<file path="src/bpm_pkg.sv">
// Constants, types and register map of the beam pattern measurement block.
// Assumes one 25 MHz system clock and an APB master with 32-bit data.
//
// Contract
// - First interrupted index, zero when field clear
// - Last interrupted index, zero when field clear
// - Count all interrupted beams over every object
// - Report beam count of the largest object
// - Report number of separate objects
// - All measurements read 255 without synchronisation
// - Tolerated objects still count in measurements
// - Movement allowed depends on blanking mode
// - Floating blanking monitors objects, at most three
// - Blanked object leaving: outputs off, except reduced
// - Blanked beams clearing: outputs off, except reduced
// - Energy mode display on by event, 30 s
// - Status LEDs always follow device state
// - Without IO-Link, pin is switching output
// - Measurements offered as cyclic process data
package bpm_pkg;

    // ****************************************
    // Sizes and timing
    // ****************************************
    localparam int          BPM_BEAMS      = 32;
    localparam int          BPM_MEAS_W     = 8;
    localparam logic [7:0]  BPM_NOSYNC     = 8'hFF;
    localparam logic [7:0]  BPM_FLOAT_MAX  = 8'h03;
    localparam int          BPM_EDGE_SHIFT = 1;
    localparam int          BPM_CLK_HZ     = 25_000_000;
    localparam int          BPM_DISP_S     = 30;
    localparam int          BPM_DISP_CYC   = BPM_DISP_S * BPM_CLK_HZ;

    // ****************************************
    // Register offsets
    // ****************************************
    localparam logic [7:0]  BPM_OFS_CTRL   = 8'h00;
    localparam logic [7:0]  BPM_OFS_MASK   = 8'h04;
    localparam logic [7:0]  BPM_OFS_MEAS0  = 8'h08;
    localparam logic [7:0]  BPM_OFS_MEAS1  = 8'h0C;
    localparam logic [7:0]  BPM_OFS_IRQST  = 8'h10;
    localparam logic [7:0]  BPM_OFS_IRQMSK = 8'h14;
    localparam logic [7:0]  BPM_OFS_REDLIM = 8'h18;

    // ****************************************
    // Field positions and reset values
    // ****************************************
    localparam int          BPM_CTRL_MODE  = 0;
    localparam int          BPM_CTRL_ENRG  = 3;
    localparam int          BPM_CTRL_SIGF  = 4;
    localparam int          BPM_CTRL_TEACH = 6;
    localparam int          BPM_CTRL_ACK   = 8;
    localparam int          BPM_CTRL_W     = 8;
    localparam logic [7:0]  BPM_CTRL_RST   = 8'h00;
    localparam logic [31:0] BPM_MASK_RST   = 32'h0000_0000;
    localparam logic [7:0]  BPM_REDLIM_RST = 8'h02;
    localparam int          BPM_IRQ_MEAS   = 0;
    localparam int          BPM_IRQ_OFF    = 1;
    localparam int          BPM_IRQ_ERR    = 2;
    localparam int          BPM_IRQ_DISP   = 3;
    localparam int          BPM_IRQ_W      = 4;

    // ****************************************
    // Types
    // ****************************************
    typedef enum logic [2:0] {MODE_NONE, MODE_FIX, MODE_EDGE, MODE_FLOAT, MODE_REDUCED} bpm_mode_t;
    typedef enum logic [1:0] {SIG_SAFETY, SIG_SYNC, SIG_OFF, SIG_ERR} bpm_sig_t;
    typedef enum logic [1:0] {SC_IDLE, SC_RUN, SC_DONE} bpm_scan_st_t;

    typedef struct packed {
        logic [7:0] first;
        logic [7:0] last;
        logic [7:0] count;
        logic [7:0] largest;
        logic [7:0] objects;
    } bpm_meas_t;

endpackage

</file>
<file path="src/beam_pattern_measurement.sv">
// Beam pattern measurement top: APB registers, blanking verdict,
// display timer, signal pin and process data.
// Assumes beam, sync, key and IO-Link status pins are asynchronous.
//
// Our own choices: the APB interface to the registers and the register offsets.
`timescale 1ns/100ps
module beam_pattern_measurement #(
    parameter int NB       = bpm_pkg::BPM_BEAMS,
    parameter int DISP_CYC = bpm_pkg::BPM_DISP_CYC
) (
    // Clock and reset
    input  wire logic                  clk_sys,
    input  wire logic                  resetn,
    // APB slave
    input  wire logic                  psel,
    input  wire logic                  penable,
    input  wire logic                  pwrite,
    input  wire logic [7:0]            paddr,
    input  wire logic [31:0]           pwdata,
    output logic      [31:0]           prdata,
    output logic                       pready,
    output logic                       pslverr,
    // Receiver pins
    input  wire logic [NB-1:0]         beamPin,
    input  wire logic                  syncPin,
    input  wire logic                  keyPin,
    input  wire logic                  ioLinkActive,
    // Outputs
    output logic                       safetySwitchOutput,
    output logic                       ledSafetyOn,
    output logic                       ledError,
    output logic                       segDisplayOn,
    output logic                       ioPinOut,
    output logic                       ioPinOe,
    output bpm_pkg::bpm_meas_t         processData,
    output logic                       processDataValid,
    output logic                       irq
);
    import bpm_pkg::*;

    initial begin
        if (NB < 2 || NB > 32) $error("beam_pattern_measurement: NB out of range");
        if (DISP_CYC < 1) $error("beam_pattern_measurement: DISP_CYC too small");
    end

    // ****************************************
    // Input synchronisers
    // ****************************************
    localparam int SW = NB + 3;

    logic [SW-1:0] syncA;
    logic [SW-1:0] syncB;
    logic [NB-1:0] beamS;
    logic          syncS;
    logic          keyS;
    logic          iolS;

    always_ff @(posedge clk_sys or negedge resetn) begin
        if (!resetn) begin
            syncA <= '0;
            syncB <= '0;
        end else begin
            syncA <= {ioLinkActive, keyPin, syncPin, beamPin};
            syncB <= syncA;
        end
    end

    assign beamS = syncB[NB-1:0];
    assign syncS = syncB[NB];
    assign keyS  = syncB[NB+1];
    assign iolS  = syncB[NB+2];

    // ****************************************
    // Registers
    // ****************************************
    logic [BPM_CTRL_W-1:0] ctrl_reg;
    logic [31:0]           mask_reg;
    logic [7:0]            redLim_reg;
    logic [BPM_IRQ_W-1:0]  irqSt_reg;
    logic [BPM_IRQ_W-1:0]  irqMsk_reg;
    logic [BPM_IRQ_W-1:0]  irqEv;
    logic                  wrEn;
    logic                  rdSetup;
    logic                  ackWr;
    bpm_mode_t             mode;
    logic                  energy;
    bpm_sig_t              sigSel;
    logic [7:0]            teach;
    bpm_meas_t             measReg;
    logic                  errLatch;
    logic [31:0]           rdMux;
    logic                  hit;

    assign wrEn    = psel && penable && pwrite && pready;
    assign rdSetup = psel && !penable;
    assign ackWr   = wrEn && paddr == BPM_OFS_CTRL && pwdata[BPM_CTRL_ACK];
    assign mode    = bpm_mode_t'(ctrl_reg[BPM_CTRL_MODE +: 3]);
    assign energy  = ctrl_reg[BPM_CTRL_ENRG];
    assign sigSel  = bpm_sig_t'(ctrl_reg[BPM_CTRL_SIGF +: 2]);
    assign teach   = {6'h00, ctrl_reg[BPM_CTRL_TEACH +: 2]};

    always_ff @(posedge clk_sys or negedge resetn) begin
        if (!resetn) begin
            ctrl_reg   <= BPM_CTRL_RST;
            mask_reg   <= BPM_MASK_RST;
            redLim_reg <= BPM_REDLIM_RST;
            irqMsk_reg <= '0;
        end else if (wrEn) begin
            case (paddr)
                BPM_OFS_CTRL:   ctrl_reg   <= pwdata[BPM_CTRL_W-1:0];
                BPM_OFS_MASK:   mask_reg   <= pwdata;
                BPM_OFS_REDLIM: redLim_reg <= pwdata[7:0];
                BPM_OFS_IRQMSK: irqMsk_reg <= pwdata[BPM_IRQ_W-1:0];
                default: ;
            endcase
        end
    end

    // Sticky status, set wins over write-one clear
    always_ff @(posedge clk_sys or negedge resetn) begin
        if (!resetn) begin
            irqSt_reg <= '0;
        end else if (wrEn && paddr == BPM_OFS_IRQST) begin
            irqSt_reg <= (irqSt_reg & ~pwdata[BPM_IRQ_W-1:0]) | irqEv;
        end else begin
            irqSt_reg <= irqSt_reg | irqEv;
        end
    end

    always_ff @(posedge clk_sys or negedge resetn) begin
        if (!resetn) begin
            irq <= 1'b0;
        end else begin
            irq <= |(irqSt_reg & irqMsk_reg);
        end
    end

    always_comb begin
        rdMux = 32'h0000_0000;
        hit   = 1'b1;
        case (paddr)
            BPM_OFS_CTRL:   rdMux = {24'h000000, ctrl_reg & ~(8'(1) << BPM_CTRL_ACK)};
            BPM_OFS_MASK:   rdMux = mask_reg;
            BPM_OFS_MEAS0:  rdMux = {measReg.first, measReg.last, measReg.count, measReg.largest};
            BPM_OFS_MEAS1:  rdMux = {20'h00000, iolS, errLatch, safetySwitchOutput, syncS, 8'h00}
                                    | {24'h000000, measReg.objects};
            BPM_OFS_IRQST:  rdMux = {28'h0000000, irqSt_reg};
            BPM_OFS_IRQMSK: rdMux = {28'h0000000, irqMsk_reg};
            BPM_OFS_REDLIM: rdMux = {24'h000000, redLim_reg};
            default:        hit   = 1'b0;
        endcase
    end

    // Zero wait state answer prepared in setup cycle
    always_ff @(posedge clk_sys or negedge resetn) begin
        if (!resetn) begin
            prdata  <= 32'h0000_0000;
            pready  <= 1'b0;
            pslverr <= 1'b0;
        end else begin
            pready  <= rdSetup;
            pslverr <= rdSetup && !hit;
            prdata  <= (rdSetup && !pwrite) ? rdMux : 32'h0000_0000;
        end
    end

    // ****************************************
    // Measurement
    // ****************************************
    bpm_meas_t scanMeas;
    logic      scanDone;
    logic      scanStart;

    assign scanStart = 1'b1;

    bpm_scan #(
        .NB (NB)
    ) u_scan (
        .clk_sys (clk_sys),
        .resetn  (resetn),
        .start   (scanStart),
        .beams   (beamS),
        .meas    (scanMeas),
        .done    (scanDone)
    );

    always_ff @(posedge clk_sys or negedge resetn) begin
        if (!resetn) begin
            measReg <= {5{BPM_NOSYNC}};
        end else if (!syncS) begin
            measReg <= {5{BPM_NOSYNC}};
        end else if (scanDone) begin
            measReg <= scanMeas;
        end
    end

    always_ff @(posedge clk_sys or negedge resetn) begin
        if (!resetn) begin
            processData      <= {5{BPM_NOSYNC}};
            processDataValid <= 1'b0;
        end else begin
            processData      <= measReg;
            processDataValid <= iolS && scanDone;
        end
    end

    // ****************************************
    // Blanking verdict
    // ****************************************
    logic [NB-1:0] mask;
    logic [NB-1:0] dil;
    logic [NB-1:0] ero;
    logic          pen;
    logic          errNow;

    assign mask = mask_reg[NB-1:0];
    assign dil  = mask | (mask << BPM_EDGE_SHIFT) | (mask >> BPM_EDGE_SHIFT);
    assign ero  = mask & (mask << BPM_EDGE_SHIFT) & (mask >> BPM_EDGE_SHIFT);

    always_comb begin
        pen    = 1'b0;
        errNow = 1'b0;
        case (mode)
            MODE_NONE: pen = |beamS;
            MODE_FIX: begin
                pen    = |(beamS & ~mask);
                errNow = |(mask & ~beamS);
            end
            MODE_EDGE: begin
                pen    = |(beamS & ~dil);
                errNow = |(ero & ~beamS);
            end
            MODE_FLOAT: begin
                errNow = measReg.objects != teach || measReg.objects > BPM_FLOAT_MAX;
            end
            MODE_REDUCED: pen = measReg.largest > redLim_reg;
            default: pen = 1'b1;
        endcase
        if (!syncS) begin
            errNow = 1'b0;
        end
    end

    always_ff @(posedge clk_sys or negedge resetn) begin
        if (!resetn) begin
            errLatch <= 1'b0;
        end else if (errNow) begin
            errLatch <= 1'b1;
        end else if (ackWr) begin
            errLatch <= 1'b0;
        end
    end

    always_ff @(posedge clk_sys or negedge resetn) begin
        if (!resetn) begin
            safetySwitchOutput <= 1'b0;
        end else begin
            safetySwitchOutput <= syncS && !pen && !errLatch && !errNow;
        end
    end

    always_ff @(posedge clk_sys or negedge resetn) begin
        if (!resetn) begin
            ledSafetyOn <= 1'b0;
            ledError    <= 1'b0;
        end else begin
            ledSafetyOn <= safetySwitchOutput;
            ledError    <= errLatch;
        end
    end

    // ****************************************
    // Segment display
    // ****************************************
    logic [31:0] dispCnt;
    logic        keyOld;
    logic [1:0]  statOld;
    logic        dispTrig;
    logic        dispEnd;

    assign dispTrig = (keyS && !keyOld) || statOld != {safetySwitchOutput, errLatch};
    assign dispEnd  = energy && !dispTrig && dispCnt == 32'h0000_0001;

    always_ff @(posedge clk_sys or negedge resetn) begin
        if (!resetn) begin
            dispCnt      <= 32'h0000_0000;
            keyOld       <= 1'b0;
            statOld      <= 2'b00;
            segDisplayOn <= 1'b1;
        end else begin
            keyOld  <= keyS;
            statOld <= {safetySwitchOutput, errLatch};
            if (!energy) begin
                dispCnt      <= 32'h0000_0000;
                segDisplayOn <= 1'b1;
            end else if (dispTrig) begin
                dispCnt      <= 32'(DISP_CYC);
                segDisplayOn <= 1'b1;
            end else if (dispCnt != 32'h0000_0000) begin
                dispCnt      <= dispCnt - 32'h0000_0001;
                segDisplayOn <= dispCnt != 32'h0000_0001;
            end else begin
                segDisplayOn <= 1'b0;
            end
        end
    end

    // ****************************************
    // Signal pin and events
    // ****************************************
    // switching output without IO-Link
    always_ff @(posedge clk_sys or negedge resetn) begin
        if (!resetn) begin
            ioPinOut <= 1'b0;
            ioPinOe  <= 1'b0;
        end else begin
            ioPinOe <= !iolS;
            case (sigSel)
                SIG_SAFETY: ioPinOut <= !iolS && safetySwitchOutput;
                SIG_SYNC: ioPinOut <= !iolS && syncS;
                SIG_ERR:  ioPinOut <= !iolS && errLatch;
                default:  ioPinOut <= 1'b0;
            endcase
        end
    end

    logic safetyOld;

    always_ff @(posedge clk_sys or negedge resetn) begin
        if (!resetn) begin
            safetyOld <= 1'b0;
        end else begin
            safetyOld <= safetySwitchOutput;
        end
    end

    always_comb begin
        irqEv               = '0;
        irqEv[BPM_IRQ_MEAS] = scanDone;
        irqEv[BPM_IRQ_OFF]  = safetyOld && !safetySwitchOutput;
        irqEv[BPM_IRQ_ERR]  = errNow && !errLatch;
        irqEv[BPM_IRQ_DISP] = dispEnd;
    end
endmodule

</file>
<file path="src/bpm_scan.sv">
// Serial scanner deriving measurements from one beam snapshot.
// Assumes beams arrive already synchronised to clk_sys.
`timescale 1ns/100ps
module bpm_scan #(
    parameter int NB = bpm_pkg::BPM_BEAMS
) (
    // Clock and reset
    input  wire logic               clk_sys,
    input  wire logic               resetn,
    // Control
    input  wire logic               start,
    input  wire logic [NB-1:0]      beams,
    // Result
    output bpm_pkg::bpm_meas_t      meas,
    output logic                    done
);
    import bpm_pkg::*;

    localparam int IW = $clog2(NB);

    initial begin
        if (NB < 2 || NB > 254) $error("bpm_scan: NB out of range");
    end

    bpm_scan_st_t   state;
    logic [NB-1:0]  snap;
    logic [IW-1:0]  idx;
    logic           prev;
    logic [7:0]     run;
    bpm_meas_t      acc;
    logic [7:0]     pos;
    logic           bit0;

    assign pos  = 8'(idx) + 8'h01;
    assign bit0 = snap[idx];

    // ****************************************
    // Scan walk
    // ****************************************
    always_ff @(posedge clk_sys or negedge resetn) begin
        if (!resetn) begin
            state <= SC_IDLE;
            snap  <= '0;
            idx   <= '0;
            prev  <= 1'b0;
            run   <= 8'h00;
            acc   <= '0;
            meas  <= '0;
            done  <= 1'b0;
        end else begin
            done <= 1'b0;
            case (state)
                SC_IDLE: begin
                    if (start) begin
                        snap  <= beams;
                        idx   <= '0;
                        prev  <= 1'b0;
                        run   <= 8'h00;
                        acc   <= '0;
                        state <= SC_RUN;
                    end
                end
                SC_RUN: begin
                    prev <= bit0;
                    if (bit0) begin
                        acc.count <= acc.count + 8'h01;
                        acc.last  <= pos;
                        if (acc.first == 8'h00) begin
                            acc.first <= pos;
                        end
                        run <= run + 8'h01;
                        if (run + 8'h01 > acc.largest) begin
                            acc.largest <= run + 8'h01;
                        end
                        if (!prev) begin
                            acc.objects <= acc.objects + 8'h01;
                        end
                    end else begin
                        run <= 8'h00;
                    end
                    if (idx == IW'(NB - 1)) begin
                        state <= SC_DONE;
                    end else begin
                        idx <= idx + 1'b1;
                    end
                end
                SC_DONE: begin
                    meas  <= acc;
                    done  <= 1'b1;
                    state <= SC_IDLE;
                end
                default: state <= SC_IDLE;
            endcase
        end
    end
endmodule

</file>
<file path="config.mk">
export PLATFORM = sky130hd
export DESIGN_NAME = beam_pattern_measurement
export DESIGN_NICKNAME = d
export VERILOG_FILES = /design/src/bpm_pkg.sv /design/src/beam_pattern_measurement.sv /design/src/bpm_scan.sv
export SDC_FILE = /design/constraint.sdc
export NUM_CORES = 1
export LEC_CHECK = 0
export ABC_AREA = 1
export BUFFER_PORTS_ARGS = -buffer_cell sky130_fd_sc_hd__buf_2
export CORE_MARGIN = 4
export CORE_UTILIZATION = 40
export CTS_CLUSTER_SIZE = 30
export DETAILED_ROUTE_END_ITERATION = 6
export GPL_TIMING_DRIVEN = 0
export PLACE_DENSITY_LB_ADDON = 0.05
export SLEW_MARGIN = 40
export SYNTH_ARGS = -nofsm -noshare
export SYNTH_HDL_FRONTEND = slang
export SYNTH_SLANG_ARGS = --single-unit
</file>
<file path="constraint.sdc">
create_clock -name clk_sys -period 2.9 [get_ports clk_sys]
set_clock_uncertainty 0.2 [all_clocks]
set_input_delay 0.29 -clock clk_sys [delete_from_list [all_inputs] [get_ports clk_sys]]
set_output_delay 0.29 -clock clk_sys [all_outputs]
set_load 0.1 [all_outputs]
</file>
Word level (Yosys, flattened, before mapping)
Index checks and enable logic that the tools add are counted.
{"block": "word_totals", "romBits": 0, "ram_bits": 0, "memories": 0, "latch_bits": 0, "in_bits": 80, "register_bits": 413}
{"block": "op_classes", "muxes": 33, "div": 0, "order_cmp": 4, "mul": 0, "bitwise_logic": 17, "add_sub_neg": 6, "eq_ne": 27, "reduce_logical": 57, "shifts": 0}
{"op": "one-hot mux 32 bit (7 select lines)", "count": 1}
{"op": "AND 32 bit", "count": 5}
{"op": "OR reduction 32 bit", "count": 5}
{"op": "two-way mux 32 bit", "count": 4}
{"op": "two-way mux 40 bit", "count": 3}
{"op": "NOT 32 bit", "count": 3}
{"op": "one-hot mux 40 bit (2 select lines)", "count": 1}
{"op": "AND 32 x 31 -> 32 bit", "count": 1}
{"op": "== test 32 x 1 -> 1 bit, second input constant", "count": 1}
{"op": "two-way mux 8 bit", "count": 4}
{"op": "!= test 32 x 1 -> 1 bit, second input constant", "count": 1}
{"op": "OR 32 x 31 -> 32 bit", "count": 1}
{"op": "OR 32 bit", "count": 1}
{"op": "nonzero test 32 bit", "count": 1}
{"op": "subtractor 32 x 1 -> 32 bit, second input constant", "count": 1}
{"op": "adder 8 x 1 -> 8 bit, second input constant", "count": 3}
{"op": "== test 8 x 5 -> 1 bit, second input constant", "count": 3}
{"op": "logical AND 1 bit", "count": 21}
{"op": "== test 8 x 4 -> 1 bit, second input constant", "count": 2}
{"op": "> comparator 8 bit", "count": 2}
{"op": "zero test 8 bit", "count": 2}
{"op": "one-hot mux 8 bit (2 select lines)", "count": 1}
{"op": "OR 12 x 8 -> 12 bit", "count": 1}
{"op": "AND reduction 2 bit", "count": 6}
{"op": "37 further kinds", "count": 70}

Longest topological paths before layout
Gate-level depths: netlist (run 1).
{"block": "logic_depth", "ltp_word": 10, "mapped_depth": 17, "ltp_nobuf": 17}

Modules after synthesis
From an unflattened synthesis (run 1), not the netlist that was laid out.
{"block": "unflattened", "cells_unflattened": 2013, "hier_area_um2": 17992.3}
{"mod": "beam_pattern_measurement", "cells_each": 1371, "area_per_inst_um2": 12283.0, "instances": 1}
{"mod": "bpm_scan", "cells_each": 642, "area_per_inst_um2": 5709.2, "instances": 1}

Worst setup path before layout (run 1)
Ideal clock, no wire load.
{"block": "synth_timing", "path_type": "register to register", "start": "reg safetySwitchOutput", "end": "reg dispCnt[14]", "arrival_time_ns": 2.261, "path_stages_with_launch": 10, "slack_ns": 0.303, "n_path_buf": 0, "required_time_ns": 2.565, "period_less_slack_ns": 2.597, "path_cell_list": "dfrtp_1 -> inv_1 -> ha_1 -> inv_1 -> nor3_4 -> nand2_2 -> inv_1 -> nand4_1 -> inv_1 -> nor4_1"}
{"block": "synth_via", "elab_chain_cells": 4, "elab_cells_between_ends": 5}
{"element": "from (decl)", "line_no": "beam_pattern_measurement.sv:29", "source": "output logic safetySwitchOutput,"}
{"element": "from (signal assigned)", "line_no": "beam_pattern_measurement.sv:258", "source": "safetySwitchOutput <= syncS && !pen && !errLatch && !errNow;"}
{"element": "!= test 2 bit *", "line_no": "beam_pattern_measurement.sv:281", "source": "assign dispTrig = (keyS && !keyOld) || statOld != {safetySwitchOutput, errLatch};"}
{"element": "logical OR 1 bit *", "line_no": "beam_pattern_measurement.sv:281"}
{"element": "two-way mux 32 bit", "line_no": "beam_pattern_measurement.sv:296", "source": "end else if (dispTrig) begin"}
{"element": "two-way mux 32 bit", "line_no": "beam_pattern_measurement.sv:293", "source": "if (!energy) begin"}
{"element": "to (signal assigned)", "line_no": "beam_pattern_measurement.sv:297", "source": "dispCnt <= 32'(DISP_CYC);"}
{"element": "to (signal assigned)", "line_no": "beam_pattern_measurement.sv:300", "source": "dispCnt <= dispCnt - 32'h0000_0001;"}
{"element": "to (decl)", "line_no": "beam_pattern_measurement.sv:275", "source": "logic [31:0] dispCnt;"}
Every way passes the cells marked *; elsewhere a longest branch is shown, timed or not.
A chain may end at the register's enable or synchronous reset.

Worst setup path in the final report (run 1)
{"block": "layout_timing", "start": "reg u_scan.run[0]", "end": "reg u_scan.acc[13] (netlist bit)"}
{"block": "layout_via", "elab_chain_cells": 4, "elab_cells_between_ends": 7}
{"element": "from (decl)", "line_no": "bpm_scan.sv:29", "source": "logic [7:0] run;"}
{"element": "from (signal assigned)", "line_no": "bpm_scan.sv:71", "source": "run <= run + 8'h01;"}
{"element": "adder 8 x 1 -> 8 bit *", "line_no": "bpm_scan.sv:72, bpm_scan.sv:73"}
{"element": "> comparator 8 bit or two-way mux 8 bit (tied branches)", "line_no": "bpm_scan.sv:72", "source": "if (run + 8'h01 > acc.largest) begin"}
{"element": "!= test 2 x 1 -> 1 bit (no source line) or two-way mux 40 bit (tied branches)"}
{"element": "AND reduction 3 bit (no source line) or one-hot mux 40 bit (2 select lines) (tied branches)"}
{"element": "to (decl)", "line_no": "bpm_scan.sv:30", "source": "bpm_meas_t acc;"}
Every way passes the cells marked *; elsewhere a longest branch is shown, timed or not. The select of a mux whose other input is x is not followed.

==> Flow_metrics.wiki, run 1 <==
{| class="wikitable"
! Metric !! Value
|-
| Die height || 218 um
|-
| Standard-cell rows || 76
|-
| Leakage Power || 10.9 nW
|-
| Clock root buffer || sky130_fd_sc_hd__clkbuf_16
|-
| # DRC || 0
|-
| Seq/Total Area, Yosys || 56.7%
|-
| Avg Cell Area, Syn || around 8.7 um^2
|-
| Worst path most repeated cell || sky130_fd_sc_hd__nand2_1
|-
| Clock-pin transition on the worst setup and hold timing paths || 60 ps
|-
| Nets || around 2.4k
|-
| Die X-Extent || 218 um
|-
| Kind of launch point of the worst setup path || flop
|-
| Largest buffer count on any clock path || 3
|-
| Share of the clock period used by the worst path after layout || 93.7%
|-
| Worst Path Buf+Inv || 1
|-
| Aggregate negative setup slack || 0 ps
|-
| Most frequently used cell type in the post-synthesis netlist || sky130_fd_sc_hd__nand2_1
|-
| Final hold slack || 37.7 ps
|-
| Number of cells in the design after placement || between 2k and 3k
|-
| HPWL after DPL || between 40000 and 50000 um
|-
| Synth top cells by count || 532 x sky130_fd_sc_hd__nand2_1, 321 x sky130_fd_sc_hd__dfrtp_1, 210 x sky130_fd_sc_hd__inv_1, 195 x sky130_fd_sc_hd__nor2_1, 143 x sky130_fd_sc_hd__o21ai_0
|-
| Sum of overflow across all layers after global routing || 0
|-
| Maximum resistive drop on vdd || 0.350 mV
|-
| Area of the mapped netlist || around 18000 um^2
|-
| Filler Cell Count || 4210
|-
| Top Ports || 162
|-
| Die area || ~48000 um^2
|-
| Capturing element type of the critical path || flop
|-
| Number of distinct standard cells referenced by the synthesized netlist || between 40 and 50
|-
| Layout cell share with drive strength beyond 1 || approximately 18%
|-
| Highest-delay cell along the critical path || sky130_fd_sc_hd__dfrtp_2
|-
| Clock Latency Late Sink || 590 ps
|-
| Setup bufs post-CTS || 0
|-
| Final critical delay including setup and external delays || 2720 ps
|-
| Result of the run || finished, final reports clean
|-
| Minimum setup slack after placement || ~90 ps
|-
| Max-cap violations || 0
|-
| Worst path cell trace || ha_1, nand3_1, nor2_1, nand2_1, xor2_1, inv_1, ha_1, nand2_1, nor2_1, nand3_1, o211ai_1, nand2_2, nand2_4, nand2_1, nand2_1
|-
| Synthesized instance count || just over 2k
|-
| Number of buffer cells added on primary ports || ~160
|-
| # setup viols final || 0
|-
| Routed len/inst || 19.1 um
|-
| Antenna violations before repair || 0
|-
| Largest net degree at the start of global routing || 77
|-
| Flop and latch count out of synthesis || approximately 400
|-
| First-pass GRT wire length || 87200 um
|-
| Average vias per placed instance || 5.07
|-
| Initial core utilization || 40.8%
|-
| Crit path largest cell delay || 430 ps
|-
| Via count || 14.9k
|-
| Number of nets with antenna violations after routing || 0
|-
| Type of the tightest min-delay check || in2async
|-
| Crit-path leading delay family || simple AND/OR/NAND/NOR gates
|-
| CP Class || reg2reg
|-
| Final hold viol count || 0
|-
| Pwr Density || 599 nW/um^2
|-
| Area of the core || 43400 um^2
|-
| YS warnings || 0
|-
| Required @ worst endpoint || around 3200 ps
|-
| Relative max-transition margin || 44.9%
|-
| Actual transition at the worst max-transition pin || 826 ps
|-
| RePlAce Congestion || 0.940
|-
| H-tree lvl count || 2
|-
| First drt pass iteration count || 5
|-
| Cell type with the highest aggregate area in the netlist || sky130_fd_sc_hd__dfrtp_1
|-
| Setup repair after global routing missed its margin || false
|-
| Top-area cell type share of the netlist area || 45.4%
|-
| CTS Buf Count || 46
|-
| Clk sink count || between 300 and 400
|-
| Biggest regs || measReg (37), processData (37)
|-
| Final max-slew violation count || 0
|-
| Fin worst setup slack || 183 ps
|-
| Non-filler cells in the finished layout || 2931
|-
| Data arrival, critical path || 3030 ps
|-
| Antenna Diode Count || 0
|-
| Maximum fanout encountered on the critical timing path || 9
|-
| Number of enable flip-flop cells after synthesis || 0
|-
| Area delta synth->final || 22.4%
|-
| Post-synth ARST share || between 90% and 100%
|-
| Achievable Freq || 368 MHz
|-
| Number of global-route vias before repair || 14.8k
|-
| Most used DFF post-synth || sky130_fd_sc_hd__dfrtp_1
|-
| Post-Route WL || 55900 um
|-
| GRT Util Overall || 23.6%
|-
| CTS tree || built
|-
| Largest cells by area after synthesis || sky130_fd_sc_hd__dfrtp_1 45%, sky130_fd_sc_hd__dfstp_2 11%, sky130_fd_sc_hd__nand2_1 11%
|-
| Synthesized netlist net count || 2128
|-
| Starting DRT DRC Count || 1099
|}
metrics by stage:
stage,total power [mW],utilization (%),instance area [um^2]
3_3_place_gp,7.02,44.3,19200
4_1_cts,13.1,49.9,21600
6_report,13.0,50.0,21700
5_1_grt,13.5,50.0,21700
3_5_place_dp,7.06,44.7,19400
2_1_floorplan,6.62,-,17700
worst reg2reg max path, stage by stage (launching register included):
cell and delay [ps]:
sky130_fd_sc_hd__dfrtp_2 430, sky130_fd_sc_hd__ha_1 230, sky130_fd_sc_hd__nand3_1 130, sky130_fd_sc_hd__nor2_1 50, sky130_fd_sc_hd__nand2_1 70, sky130_fd_sc_hd__xor2_1 240, sky130_fd_sc_hd__inv_1 80, sky130_fd_sc_hd__ha_1 280
sky130_fd_sc_hd__nand2_1 60, sky130_fd_sc_hd__nor2_1 140, sky130_fd_sc_hd__nand3_1 80, sky130_fd_sc_hd__o211ai_1 190, sky130_fd_sc_hd__nand2_2 170, sky130_fd_sc_hd__nand2_4 160, sky130_fd_sc_hd__nand2_1 60, sky130_fd_sc_hd__nand2_1 70
timing repair:
item | 4_1_cts | 5_1_grt
hold buffers | 72 | 0
endpoints found under the setup margin | 0 | 8
hold endpoints to repair | 289 | 0
resized for setup | 0 | 4
power breakdown:
| part | total, mW | switching (mW) | internal, mW |
|---|---|---|---|
| sequential | 5.95 | 0.178 | 5.77 |
| clock | 5.93 | 2.37 | 3.56 |
| combinational | 1.10 | 0.731 | 0.366 |
| total | 13.0 | 3.28 | 9.70 |
layer usage:
| layer | up-vias | GRT usage [%] | wire (um) |
|---|---|---|---|
| li1 | 7119 | - | - |
| met5 | - | 0 | 0 |
| met4 | 0 | 7.92 | 1780 |
| met2 | 447 | 37.5 | 25700 |
| met1 | 7197 | 33.5 | 25600 |
| met3 | 104 | 3.21 | 2810 |
logic make-up (layout without fill, tap and decap cells):
group	count (synthesis)	in the layout	share of synthesized area, %
adders and majority gates	24	24	1.70
buffers and inverters	285	607	6.72
muxes	1	1	0.0636
DFF	397	397	56.7
xor gates and xnor gates	24	24	1.19
AOI/OAI and AO/OA	300	300	9.09
and+or+nand+nor	993	993	24.5
area by class of cell:
type,count,area (um^2),area share (%)
buffer,61,342,1.58
clock buffer,64,1330,6.15
clock inverter,19,211,0.976
inverter,224,848,3.92
multi-input combinational,1342,6490,29.9
sequential,397,10000,46.3
tap,585,732,3.38
timing repair buffer,239,1680,7.76
worst paths after layout:
check / from / endpoint / slack [ps] / cells past startpoint
setup / recovery: u_scan.run[0] / u_scan.acc[13] / 180 / 15
hold / removal: resetn / syncA[34] / 40 / 2
setup reg to reg: u_scan.run[0] / u_scan.acc[13] / 180 / 15
hold reg to reg: syncA[20] / syncB[20] / 140 / 0
max in group asynchronous: resetn / processData[32] / 1340 / 4
min in group clk_sys: paddr[3] / irqMsk_reg[2] / 80 / 4
placed cells by master, fill, tap and decap left out, types with 50 or more instances in the layout:
cell type	n
sky130_fd_sc_hd__inv_1	210
sky130_fd_sc_hd__o21ai_0	143
sky130_fd_sc_hd__dlygate4sd3_1	72
sky130_fd_sc_hd__a21oi_1	99
sky130_fd_sc_hd__nand2_1	531
sky130_fd_sc_hd__dfstp_2	76
sky130_fd_sc_hd__nor2_1	195
sky130_fd_sc_hd__nand3_1	128
sky130_fd_sc_hd__buf_2	181
sky130_fd_sc_hd__nand4_1	50
sky130_fd_sc_hd__dfrtp_1	320
No activity file was read; power rests on OpenSTA's default activity.
==> run 2, diff against run 1 <==
Settings changed: PLACE_DENSITY from default to 0.64, PLACE_DENSITY_LB_ADDON 0.05 to default.
==> Flow_metrics.wiki, run 2 (synthesis results as in run 1) <==
{| class="wikitable"
! Metric !! Value
|-
| Clock Latency Late Sink || 580 ps
|-
| Actual transition at the worst max-transition pin || 774 ps
|-
| Biggest regs || measReg (37), processData (37)
|-
| Post-route cell area || 21700 um^2
|-
| Data arrival, critical path || 2960 ps
|-
| GRT Util Overall || a little under a quarter
|-
| Area of the core || 43400 um^2
|-
| RePlAce Congestion || 0.922
|-
| Pwr Density || 596 nW/um^2
|-
| Average vias per placed instance || around 5.1
|-
| Type of the tightest min-delay check || in2reg
|-
| Final max-slew violation count || 0
|-
| Share of the clock period used by the worst path after layout || 91.4%
|-
| # DRC || 0
|-
| Final hold viol count || 0
|-
| Total area of multi-input combinational cells || 6510 um^2
|-
| Die area || 47700 um^2
|-
| Leakage Power || 10.9 nW
|-
| Achievable Freq || 377 MHz
|-
| Kind of launch point of the worst setup path || flop
|-
| Clock-pin transition on the worst setup and hold timing paths || 60 ps
|-
| Clock root buffer || sky130_fd_sc_hd__clkbuf_16
|-
| Result of the run || finished, final reports clean
|-
| Starting DRT DRC Count || 1196
|-
| HPWL after DPL || around 40000 um
|-
| Routed len/inst || 18.4 um
|-
| Required @ worst endpoint || approximately 3200 ps
|-
| CTS Buf Count || 45
|-
| Nets || between 2k and 2.5k
|-
| CP Class || reg2reg
|-
| Initial core utilization || between 40% and 50%
|-
| Number of global-route vias before repair || 15.0k
|-
| Number of cells in the design after placement || 2775
|-
| Area delta synth->final || 22.8%
|-
| Die X-Extent || 218 um
|-
| Final critical delay including setup and external delays || 2650 ps
|-
| First drt pass iteration count || 5
|-
| Crit path largest cell delay || 390 ps
|-
| Largest net degree at the start of global routing || 78
|-
| H-tree lvl count || 2
|-
| Worst path cell trace || ha_2, nand3_2, nor2_1, nand2_1, xor2_1, inv_1, ha_1, nand2_1, nor2_2, nand3_1, o211ai_1, nand2_2, nand2_4, nand2_1, nand2_1
|-
| Number of buffer cells added on primary ports || 161
|-
| Filler Cell Count || 4124
|-
| # setup viols final || 0
|-
| Worst Path Buf+Inv || 1
|-
| Sum of overflow across all layers after global routing || 0
|-
| Placement Cell Area || 19400 um^2
|-
| Maximum resistive drop on vdd || 0.376 mV
|-
| Via count || 15.1k
|-
| Die height || 218 um
|-
| Final Total Pwr || 12.9 mW
|-
| Antenna Diode Count || 0
|-
| First-pass GRT wire length || 84400 um
|-
| Max-cap violations || 0
|-
| Relative max-transition margin || 48.4%
|-
| Commonest non-fill, non-tap cell in the layout || sky130_fd_sc_hd__nand2_1
|-
| Clk sink count || 397
|-
| Top Ports || 162
|-
| Fin worst setup slack || 250 ps
|-
| Setup repair after global routing missed its margin || false
|-
| Highest-delay cell along the critical path || sky130_fd_sc_hd__dfrtp_2
|-
| CTS tree || built
|-
| Area of all sequential standard cells || 10000 um^2
|-
| Antenna violations before repair || 0
|-
| Post-Route WL || ~54000 um
|-
| Capturing element type of the critical path || flop
|-
| Standard-cell rows || 76
|-
| Leading cell types in the layout, fill and taps excluded || 532 x sky130_fd_sc_hd__nand2_1, 320 x sky130_fd_sc_hd__dfrtp_1, 209 x sky130_fd_sc_hd__inv_1
|-
| Worst path most repeated cell || sky130_fd_sc_hd__nand2_1
|-
| Minimum setup slack after placement || 1.54 ps
|-
| Largest buffer count on any clock path || 3
|-
| Number of nets with antenna violations after routing || 0
|-
| Layout cell share with drive strength beyond 1 || 18.4%
|-
| Maximum fanout encountered on the critical timing path || 8
|-
| Crit-path leading delay family || simple AND/OR/NAND/NOR gates
|-
| Non-filler cells in the finished layout || 2936
|}
[run 2: layer usage]
layer,global-route usage [%],vias up,part of all wire (%)
li1,-,7132,-
met1,30.7,7296,43
met2,36.2,532,46
met3,4.52,99,7.2
met4,8.01,0,3.6
met5,0,-,0
[run 2: layout make-up]
class | instances | share of cell area, %
Sequential cell | 397 | 46.2
Multi-Input combinational cell | 1343 | 30.0
Timing Repair Buffer | 242 | 7.87
Clock buffer | 60 | 6.02
Inverter | 224 | 3.92
Tap cell | 585 | 3.37
Buffer | 61 | 1.57
Clock inverter | 24 | 1.12
[run 2: power breakdown]
group / switching (mW) / total, mW / leakage [nW] / internal (mW)
Clock: 2.34 / 5.89 / 0.767 / 3.54
Sequential: 0.167 / 5.94 / 4.84 / 5.77
Combinational: 0.743 / 1.12 / 5.29 / 0.374
Total: 3.25 / 12.9 / 10.9 / 9.69
[run 2: worst paths after layout]
kind / end / startpoint / depth (start not counted) / slack, ps
max in group asynchronous: segDisplayOn / resetn / 5 / 840
setup reg to reg: u_scan.acc[12] / u_scan.run[0] / 15 / 250
hold reg to reg: syncB[12] / syncA[12] / 0 / 150
hold / removal: irqMsk_reg[0] / paddr[3] / 4 / 100
min in group asynchronous: prdata[19] / resetn / 3 / 540
setup / recovery: u_scan.acc[12] / u_scan.run[0] / 15 / 250
[run 2: what timing repair did]
action	4_1_cts	5_1_grt
gates cloned	0	1
gates resized for setup	1	8
setup buffers	0	2
hold buffers	74	0
endpoints found under the hold margin	313	0
endpoints found under the setup margin	6	12
pin swaps	0	3
[run 2: worst reg2reg max path, cell delays in order, from the launching register on]
cell	delay [ps]
sky130_fd_sc_hd__dfrtp_2	390
sky130_fd_sc_hd__ha_2	210
sky130_fd_sc_hd__nand3_2	100
sky130_fd_sc_hd__nor2_1	120
sky130_fd_sc_hd__nand2_1	80
sky130_fd_sc_hd__xor2_1	190
sky130_fd_sc_hd__inv_1	70
sky130_fd_sc_hd__ha_1	280
sky130_fd_sc_hd__nand2_1	70
sky130_fd_sc_hd__nor2_2	130
sky130_fd_sc_hd__nand3_1	80
sky130_fd_sc_hd__o211ai_1	260
sky130_fd_sc_hd__nand2_2	150
sky130_fd_sc_hd__nand2_4	130
sky130_fd_sc_hd__nand2_1	60
sky130_fd_sc_hd__nand2_1	60
[run 2: metrics by stage]
step / utilization, % / setup TNS, ps / hold WS, ps
2_1_floorplan: - / 0 / -206
3_3_place_gp: 44.3 / -2344140 / 136
3_5_place_dp: 44.7 / 0 / 18.3
4_1_cts: 50.0 / 0 / 57.0
5_1_grt: 50.1 / 0 / 78.5
6_report: 50.1 / 0 / 95.3
